==> src/pgrr_pkg.sv <==
// package: constants and helpers for the peripheral gating, reset and ready block
package pgrr_pkg;

  // ---------------------------------------------------------------
  // sizes
  // ---------------------------------------------------------------
  localparam int NUM_PERIPH = 8;
  localparam int DATA_W = 32;
  localparam int ADDR_W = 8;

  // ---------------------------------------------------------------
  // register offsets (byte addresses)
  // ---------------------------------------------------------------
  localparam logic [7:0] ADDR_RUN_EN = 8'h00;
  localparam logic [7:0] ADDR_SLEEP_EN = 8'h04;
  localparam logic [7:0] ADDR_SOFT_RST = 8'h08;
  localparam logic [7:0] ADDR_GATING = 8'h0C;
  localparam logic [7:0] ADDR_READY = 8'h10;
  localparam logic [7:0] ADDR_RST_BUSY = 8'h14;

  // ---------------------------------------------------------------
  // field positions and reset values
  // ---------------------------------------------------------------
  localparam int GATING_BIT = 0;
  localparam logic [7:0] RUN_EN_RESET = 8'h00;
  localparam logic [7:0] SLEEP_EN_RESET = 8'hFF;
  localparam logic GATING_RESET = 1'b0;

  // ---------------------------------------------------------------
  // timing
  // ---------------------------------------------------------------
  localparam int CLK_PERIOD_NS = 50;
  localparam int READY_CYCLES = 5;
  localparam int RST_PULSE_NS = 200;
  localparam int RST_CYCLES = (RST_PULSE_NS + CLK_PERIOD_NS - 1) / CLK_PERIOD_NS;
  localparam logic [2:0] READY_CNT = 3'(READY_CYCLES);
  localparam logic [2:0] RST_CNT = 3'(RST_CYCLES);

  // zero-extends a per-peripheral vector onto the data bus
  function automatic logic [DATA_W-1:0] pgrrPad(input logic [NUM_PERIPH-1:0] v);
    pgrrPad = {{(DATA_W-NUM_PERIPH){1'b0}}, v};
  endfunction

endpackage

==> src/pgrr_slot_if.sv <==
// interface: control and status of one peripheral slot
`timescale 1ns/1ns
interface pgrr_slot_if;
  logic runEn;
  logic sleepEn;
  logic gateOpt;
  logic cpuSleep;
  logic softRstReq;
  logic clkEn;
  logic rstOut;
  logic ready;

  modport ctrl (
    output runEn, sleepEn, gateOpt, cpuSleep, softRstReq,
    input clkEn, rstOut, ready
  );
  modport slot (
    input runEn, sleepEn, gateOpt, cpuSleep, softRstReq,
    output clkEn, rstOut, ready
  );
endinterface

==> src/pgrr_slot.sv <==
// module: per-peripheral clock gate, reset pulse timer and ready timer
`timescale 1ns/1ns
module pgrr_slot (
  input wire logic ref_clk,
  input wire logic rst_n,
  pgrr_slot_if.slot slotBus
);
  import pgrr_pkg::*;

  logic [2:0] rstCnt_q;
  logic [2:0] rstCnt_d;
  logic [2:0] readyCnt_q;
  logic [2:0] readyCnt_d;
  logic rstOut_q;
  logic ready_q;
  logic clkEn_q;

  // reset pulse length, reloaded by each request
  always_comb begin
    if (slotBus.softRstReq) begin
      rstCnt_d = RST_CNT;
    end else if (rstCnt_q != 3'h0) begin
      rstCnt_d = rstCnt_q - 3'h1;
    end else begin
      rstCnt_d = rstCnt_q;
    end
  end

  // settle counter, cleared while off or in reset
  always_comb begin
    if (!slotBus.runEn || rstCnt_q != 3'h0 || slotBus.softRstReq) begin
      readyCnt_d = 3'h0;
    end else if (readyCnt_q != READY_CNT) begin
      readyCnt_d = readyCnt_q + 3'h1;
    end else begin
      readyCnt_d = readyCnt_q;
    end
  end

  // reset pulse and its output
  always_ff @(posedge ref_clk or negedge rst_n) begin
    if (!rst_n) begin
      rstCnt_q <= 3'h0;
      rstOut_q <= 1'b0;
    end else begin
      rstCnt_q <= rstCnt_d;
      rstOut_q <= (rstCnt_d != 3'h0);
    end
  end

  // ready timer; untouched by sleep so state survives
  always_ff @(posedge ref_clk or negedge rst_n) begin
    if (!rst_n) begin
      readyCnt_q <= 3'h0;
      ready_q <= 1'b0;
    end else begin
      readyCnt_q <= readyCnt_d;
      ready_q <= (readyCnt_d == READY_CNT);
    end
  end

  // clock enable: off in sleep only if gating option on and slot not kept
  always_ff @(posedge ref_clk or negedge rst_n) begin
    if (!rst_n) begin
      clkEn_q <= 1'b0;
    end else begin
      clkEn_q <= slotBus.runEn &&
        !(slotBus.cpuSleep && slotBus.gateOpt && !slotBus.sleepEn);
    end
  end

  assign slotBus.rstOut = rstOut_q;
  assign slotBus.ready = ready_q;
  assign slotBus.clkEn = clkEn_q;
endmodule

==> src/pgrr_top.sv <==
// module: peripheral gating, reset and ready control with register port
// ---------------------------------------------------------------
// Summary of operation
// - a disabled peripheral or one held in reset reads as not ready
// - ready stays low while a peripheral settles after enable or reset release
// - a software reset drives the reset line for a fixed pulse, then drops it
// - a software reset touches only the targeted peripheral
// - with sleep enable clear and the global gating option set, the peripheral clock stops during sleep
// - on wake, clocks of run-enabled peripherals return by themselves
// - clock gating in sleep leaves peripheral state intact
// - with global gating off, sleep settings are kept but ignored
// - a peripheral is usable five cycles after its enabling write
// ---------------------------------------------------------------
//
// Strobed register access and the placing of the registers were left to the implementer.
`timescale 1ns/1ns
module pgrr_top (
  input wire logic ref_clk,
  input wire logic rst_n,
  input wire logic [pgrr_pkg::ADDR_W-1:0] regAddr,
  input wire logic [pgrr_pkg::DATA_W-1:0] regWrData,
  input wire logic regWrStb,
  input wire logic regRdStb,
  output logic [pgrr_pkg::DATA_W-1:0] regRdData,
  input wire logic cpuSleep,
  output logic [pgrr_pkg::NUM_PERIPH-1:0] periphClkEn,
  output logic [pgrr_pkg::NUM_PERIPH-1:0] periphRst,
  output logic [pgrr_pkg::NUM_PERIPH-1:0] periphReady
);
  import pgrr_pkg::*;

  logic [NUM_PERIPH-1:0] runEn_q;
  logic [NUM_PERIPH-1:0] sleepEn_q;
  logic gateOpt_q;
  logic [NUM_PERIPH-1:0] softRstPulse_q;
  logic [DATA_W-1:0] rdData_q;
  logic wrRun;
  logic wrSleep;
  logic wrSoftRst;
  logic wrGating;

  // ---------------------------------------------------------------
  // write decode
  // ---------------------------------------------------------------
  assign wrRun = regWrStb && (regAddr == ADDR_RUN_EN);
  assign wrSleep = regWrStb && (regAddr == ADDR_SLEEP_EN);
  assign wrSoftRst = regWrStb && (regAddr == ADDR_SOFT_RST);
  assign wrGating = regWrStb && (regAddr == ADDR_GATING);

  // run mode enables
  always_ff @(posedge ref_clk or negedge rst_n) begin
    if (!rst_n) begin
      runEn_q <= RUN_EN_RESET;
    end else if (wrRun) begin
      runEn_q <= regWrData[NUM_PERIPH-1:0];
    end
  end

  // sleep mode enables, kept whatever the gating option
  always_ff @(posedge ref_clk or negedge rst_n) begin
    if (!rst_n) begin
      sleepEn_q <= SLEEP_EN_RESET;
    end else if (wrSleep) begin
      sleepEn_q <= regWrData[NUM_PERIPH-1:0];
    end
  end

  // global sleep gating option
  always_ff @(posedge ref_clk or negedge rst_n) begin
    if (!rst_n) begin
      gateOpt_q <= GATING_RESET;
    end else if (wrGating) begin
      gateOpt_q <= regWrData[GATING_BIT];
    end
  end

  // write-one reset requests, one cycle per selected peripheral
  always_ff @(posedge ref_clk or negedge rst_n) begin
    if (!rst_n) begin
      softRstPulse_q <= '0;
    end else if (wrSoftRst) begin
      softRstPulse_q <= regWrData[NUM_PERIPH-1:0];
    end else begin
      softRstPulse_q <= '0;
    end
  end

  // ---------------------------------------------------------------
  // per-peripheral slots
  // ---------------------------------------------------------------
  pgrr_slot_if slotIf[NUM_PERIPH] ();

  for (genvar i = 0; i < NUM_PERIPH; i++) begin : gSlot
    assign slotIf[i].runEn = runEn_q[i];
    assign slotIf[i].sleepEn = sleepEn_q[i];
    assign slotIf[i].gateOpt = gateOpt_q;
    assign slotIf[i].cpuSleep = cpuSleep;
    assign slotIf[i].softRstReq = softRstPulse_q[i];
    assign periphClkEn[i] = slotIf[i].clkEn;
    assign periphRst[i] = slotIf[i].rstOut;
    assign periphReady[i] = slotIf[i].ready;

    pgrr_slot uSlot (
      .ref_clk(ref_clk),
      .rst_n(rst_n),
      .slotBus(slotIf[i])
    );
  end

  // ---------------------------------------------------------------
  // read path
  // ---------------------------------------------------------------
  // read data valid only in the cycle after the strobe
  always_ff @(posedge ref_clk or negedge rst_n) begin
    if (!rst_n) begin
      rdData_q <= '0;
    end else if (regRdStb) begin
      case (regAddr)
        ADDR_RUN_EN: begin
          rdData_q <= pgrrPad(runEn_q);
        end
        ADDR_SLEEP_EN: begin
          rdData_q <= pgrrPad(sleepEn_q);
        end
        ADDR_GATING: begin
          rdData_q <= pgrrPad({{(NUM_PERIPH-1){1'b0}}, gateOpt_q});
        end
        ADDR_READY: begin
          rdData_q <= pgrrPad(periphReady);
        end
        ADDR_RST_BUSY: begin
          rdData_q <= pgrrPad(periphRst);
        end
        default: begin
          rdData_q <= '0; // unmapped and write-only read zero
        end
      endcase
    end else begin
      rdData_q <= '0;
    end
  end

  assign regRdData = rdData_q;
endmodule

==> config.mk <==
export PLATFORM = sky130hd
export DESIGN_NAME = pgrr_top
export DESIGN_NICKNAME = d
export VERILOG_FILES = /design/src/pgrr_pkg.sv /design/src/pgrr_slot_if.sv /design/src/pgrr_slot.sv /design/src/pgrr_top.sv
export SDC_FILE = /design/constraint.sdc
export NUM_CORES = 1
export LEC_CHECK = 0
export BUFFER_PORTS_ARGS = -buffer_cell sky130_fd_sc_hd__buf_2
export CELL_PAD_IN_SITES_DETAIL_PLACEMENT = 1
export CELL_PAD_IN_SITES_GLOBAL_PLACEMENT = 1
export CORE_MARGIN = 10
export CORE_UTILIZATION = 39
export CTS_CLUSTER_DIAMETER = 120
export CTS_CLUSTER_SIZE = 40
export DETAILED_ROUTE_END_ITERATION = 8
export MAX_ROUTING_LAYER = met4
export PLACE_DENSITY = 0.83
export SLEW_MARGIN = 40
export SYNTH_ARGS = -nofsm -noshare
export SYNTH_HDL_FRONTEND = slang
export SYNTH_SLANG_ARGS = --single-unit
==> constraint.sdc <==
create_clock -name ref_clk -period 1.4 [get_ports ref_clk]
set_input_delay 0.14 -clock ref_clk [delete_from_list [all_inputs] [get_ports ref_clk]]
set_output_delay 0.14 -clock ref_clk [all_outputs]
set_load 0.005 [all_outputs]
Word-level counts from Yosys, hierarchy flattened
Cells that the tools add are included.

cells by class
  add/sub/neg operators = 16
  equal/unequal tests = 21
  muxes and demuxes = 35
  reductions and logical operators = 78

operators by type and width
  operator                                                               number
  3-bit 2-to-1 mux                                                       32
  3-bit nonzero test                                                     16
  8-bit case mux with 5 select lines                                     1
  32-bit 2-to-1 mux                                                      1
  3-bit by 1-bit adder with 3-bit output, second input constant          8
  3-bit equality test, second input constant                             8
  1-bit logical NOT                                                      24
  3-bit inequality test, second input constant                           8
  3-bit by 1-bit subtractor with 3-bit output, second input constant     8
  1-bit logical AND                                                      21
  8-bit by 4-bit equality test with 1-bit output, second input constant  2
  8-bit by 5-bit equality test with 1-bit output, second input constant  2
  1-bit logical OR                                                       16
  8-bit by 3-bit equality test with 1-bit output, second input constant  1
  8-bit logical NOT                                                      1
  8-bit 2-to-1 mux                                                       1

word-level totals
  flip-flop bits (word level) = 129
  bits of input ports = 45
  output and inout port bits = 56
  word-level logic and storage cells = 195

Longest topological paths before layout
  depth in word-level cells = 5
  depth in mapped cells = 6
  mapped depth without buffers = 6

Modules after synthesis
A second synthesis with hierarchy kept.

unflattened totals
  cells, all modules = 486
  area total of the unflattened synthesis = 5,591.6 um^2

by module, submodules not included
  module     instances  cells each  area each (um^2)  seq. area each (um^2)
  pgrr_slot  8          43          471.7             225.2
  pgrr_top   1          142         1,818.0           835.8

Worst setup path after synthesis
No wires, ideal clock.

  path kind = reg2reg
  start point = register gSlot[7].uSlot.rstCnt_q[0]
  end point = register gSlot[7].uSlot.ready_q
  setup time = 73 ps
  data arrival time = 1,425 ps
  required time = 1,327 ps
  path slack = -98 ps
  stages on the path, launching flop included = 7
  path buffers = 0
  period minus slack after synthesis = 1,498 ps
  cells stage by stage = dfrtp_1 -> inv_1 -> ha_1 -> nand2b_1 -> or3b_2 -> nor2_1 -> nor2b_1

on the way
  cells in the longest elaborated chain, start to end = 5

ends and longest elaborated chain
  what                                    line             text
  start, declared                         pgrr_slot.sv:10  logic [2:0] rstCnt_q;
  start signal, assigned                  pgrr_slot.sv:46  rstCnt_q <= rstCnt_d;
  3-bit nonzero test                      pgrr_slot.sv:31  if (!slotBus.runEn || rstCnt_q != 3'h0 || slotBus.softRstReq) begin
  1-bit logical OR (2 in a row)           pgrr_slot.sv:31
  3-bit 2-to-1 mux                        pgrr_slot.sv:31
  named net gSlot[7].uSlot.readyCnt_d[0]  pgrr_slot.sv:13  logic [2:0] readyCnt_d;
  3-bit equality test                     pgrr_slot.sv:58  ready_q <= (readyCnt_d == READY_CNT);
  end signal, assigned                    pgrr_slot.sv:58
  end, declared                           pgrr_slot.sv:15  logic ready_q;

The timed path passes the listed nets, and every way through them passes these cells.
A chain may end at the register's enable or synchronous reset.

Worst setup path in the final report
  start point = register gSlot[6].uSlot.rstCnt_q[1]
  end point = register gSlot[6].uSlot.ready_q

on the way
  cells in the longest elaborated chain, start to end = 5

ends and longest elaborated chain
  what                                    line
  start, declared                         pgrr_slot.sv:10
  start signal, assigned                  pgrr_slot.sv:46
  3-bit nonzero test                      pgrr_slot.sv:31
  1-bit logical OR (2 in a row)           pgrr_slot.sv:31
  3-bit 2-to-1 mux                        pgrr_slot.sv:31
  named net gSlot[6].uSlot.readyCnt_d[0]  pgrr_slot.sv:13
  3-bit equality test                     pgrr_slot.sv:58
  end signal, assigned                    pgrr_slot.sv:58
  end, declared                           pgrr_slot.sv:15

The timed path passes the listed nets, and every way through them passes these cells.

==> results.yml <==
run_status:
  outcome: "finished, violations left"
  violations: "setup timing"
yosys:
  syn_area_per_cell_sq_um: 11.0
  synth_area_sq_um: 5250
  synth_seq_area_share: 0.502
  ys_seq_elements: 105
  synth.distinct_cells: 41
  syn_inst: 479
  yosysTopAreaCell: "dfrtp_1"
  synth_area_leaders: "dfrtp_1 (46%), ha_1 (7.6%), buf_4 (6.9%)"
  synth_top_area_frac: 0.462
  ys.warnings.count: 0
layout:
  multi_input_area_sq_um: 2760
  area_delta_synth_final_pct: 28.9
  nets: 648
  drive_above_1_share: 0.451
  mostFrequentLayoutCells: "dfrtp_1 (96), buf_2 (51), buf_4 (49), nor2_1 (42), conb_1 (24)"
  fillers: 1379
  design_area_sq_um: 6770
  final-seq-area_sq_um: 2640
  final_common_cell: "dfrtp_1"
power_and_ir_drop:
  switching_share: 0.329
  pwr-share-clk: 0.243
  switching_power_w: 0.00349
  p_per_area_nw_per_um2: 1570
  leakage_nw: 3.10
  seqPwrFrac: 0.369
  p_int_w: 0.00711
  p_total_w: 0.0106
  peakVddDrop_mv: 0.651
  combPwrFrac: 0.388
floorplanning:
  fp.dieH_um: 136
  die-width_um: 136
  core_area_sq_um: 13200
  floorplan.initialDensity: 0.398
  io_pins: 101
  rows: 42
  dieArea_sq_um: 18500
timing:
  slew_violations: 0
  finClkSkew_ps: 5.75
  grt_setup_unrepaired: "yes"
  setup_slack_ps: -130
  fmax_mhz: 654
  min_period_ps: 1530
  finalHoldViolCount: 0
  setup_viol: 22
  fin_crit_sh: 1.09
clock_network:
  clock_latency_ps: 350
  cts.sinks: 105
  clockRootBuffer: "clkbuf_16"
  path_clk_slew_ps: 70
  cts_tree: "yes"
  cts_buffers: 9
  htree_levels: 3
  clock_path_buffers: 2
detailed_routing:
  avgRoutedWirePerCell_um: 20.1
  first_pass_iters: 4
  drt_iter0_drc: 177
  drt-vias-per-instance: 5.07
  ant_nets: 0
  wl_mm: 15.2
  drc_errors: 0
  vias: 3825
grt:
  antenna_found_initial: 3
  grt.overflow.total: 0
  grtUsageTotal: 0.167
  grt_pass1_wl_mm: 23.3
  grt_pass1_vias: 4384
  grt_max_degree: 65
setup_path:
  reg2reg_from: "gSlot[6].uSlot.rstCnt_q[1]"
  worstPathRequired_ps: 1690
  cp.arrival_ps: 1820
  cp-start-kind: "flop"
  cp_max_fo: 4
  r2r_cells: 8
  reg2reg_setup_slack_ps: -130
  path_class: "reg -> reg"
  r2r_end: "gSlot[6].uSlot.slotBus.ready"
  crit_path_end_kind: "flop"
place:
  place_area_sq_um: 5740
  hpwl_mm: 10.3
  place_congestion: 0.772
  port_buffers: 52
job:
  max-cap-violations: 0
worst_hold_path:
  min_to: "softRstPulse_q[5]"
  min_path_type: "in -> reg"
  min_path_cells: 2
  min-delay-start: "regWrData[5]"
## how the worst max path moves through the flow
| stage | to | start | cells after the start |
|---|---|---|---|
| floorplan | gSlot[7].uSlot.slotBus.ready | gSlot[7].uSlot.rstCnt_q[0] | 6 |
| global placement | runEn_q[7] | regAddr[3] | 6 |
| detailed placement | softRstPulse_q[4] | regAddr[5] | 7 |
| CTS | gSlot[6].uSlot.slotBus.rstOut | gSlot[6].uSlot.rstCnt_q[0] | 7 |
| global route | gSlot[6].uSlot.slotBus.ready | gSlot[6].uSlot.rstCnt_q[1] | 8 |
| finish | gSlot[6].uSlot.slotBus.ready | gSlot[6].uSlot.rstCnt_q[1] | 8 |
## power groups by stage
stage | logic (W) | registers (W) | clock network, W
after floorplan | 0.00165 | 0.00379 | 0
after global placement | 0.00221 | 0.00383 | 0
after detailed placement | 0.00254 | 0.00388 | 0
after CTS | 0.00355 | 0.00389 | 0.00262
after global routing | 0.00450 | 0.00397 | 0.00277
final | 0.00412 | 0.00391 | 0.00258
## kinds of logic after synthesis
family	Yosys count	synth area share
AND/OR/NAND/NOR	159	0.164
flip-flops	105	0.502
buffers and inverters	78	0.0906
AO/OA/AOI/OAI	67	0.0929
adder cells (fa/ha/maj)	32	0.0763
multiplexers	27	0.0560
XOR/XNOR	10	0.0167
other	1	0.000714
## routing by layer
layer	GRT usage	vias to the layer above	wire, um
met5	-	-	0
met4	0.0799	0	481
met3	0.0351	32	527
met2	0.302	82	8480
met1	0.167	1948	5710
li1	-	1763	-
## area by class of cell
class,count,share of cell area
Multi-Input combinational cell,319,0.408
Sequential cell,105,0.390
Timing Repair Buffer,109,0.109
Clock buffer,11,0.0359
Tap cell,176,0.0325
Inverter,27,0.0153
Clock inverter,5,0.00813
Antenna cell,3,0.00111
## stage by stage
stage / std cells / hold WS [ps] / worst slack [ps] / utilization / setup TNS (ps)
floorplan: 502 / -156 / -11.7 / - / -23.8
global placement: 712 / 137 / -126 / 0.435 / -3810
detailed placement: 712 / 139 / -291 / 0.435 / -8680
CTS: 739 / 16.9 / -98.0 / 0.490 / -421
global route: 755 / 32.8 / -216 / 0.513 / -2630
finish: 755 / 33.5 / -130 / 0.513 / -1140
## state kept, by name, summed over array words and instances, names as in the netlist
name / cells
gSlot.uSlot.readyCnt_q: 24
sleepEn_q: 8
regRdData: 8
gateOpt_q: 1
gSlot.uSlot.slotBus.ready: 8
gSlot.uSlot.slotBus.rstOut: 8
runEn_q: 8
gSlot.uSlot.slotBus.clkEn: 8
gSlot.uSlot.rstCnt_q: 24
softRstPulse_q: 8
## cell usage after synthesis (all sizes together)
library cell and instances:
a211o 6, a211oi 14, a21o 1, a21oi 16
a222oi 4, a22o 7, a22oi 7, a32oi 1
and2 20, buf 50, clkbuf 1, conb 1
dfrtp 97, dfstp 8, ha 32, inv 27
mux2 19, mux2i 8, nand2 17, nand2b 12
nand3 2, nand4 1, nor2 58, nor2b 11
nor3 14, nor3b 2, nor4 4, nor4b 2
o21a 8, o21ai 1, o31ai 2, or3 8
or3b 7, or4b 1, xnor2 9, xor2 1
## critical path, stage by stage, from the launching register on
cell	delay (ps)
dfrtp_1	410
inv_2	100
buf_6	110
ha_4	140
nand2b_4	90
nor3b_4	230
buf_6	130
and2_4	130
nor2b_4	130
## what timing repair did
action	in CTS	in global routing
hold buffers	1	0
setup endpoints to repair	38	35
hold endpoints to repair	97	0
buffers inserted	10	13
pin swaps	27	20
resized for setup	86	46
Power figures use the tool's default switching activity.
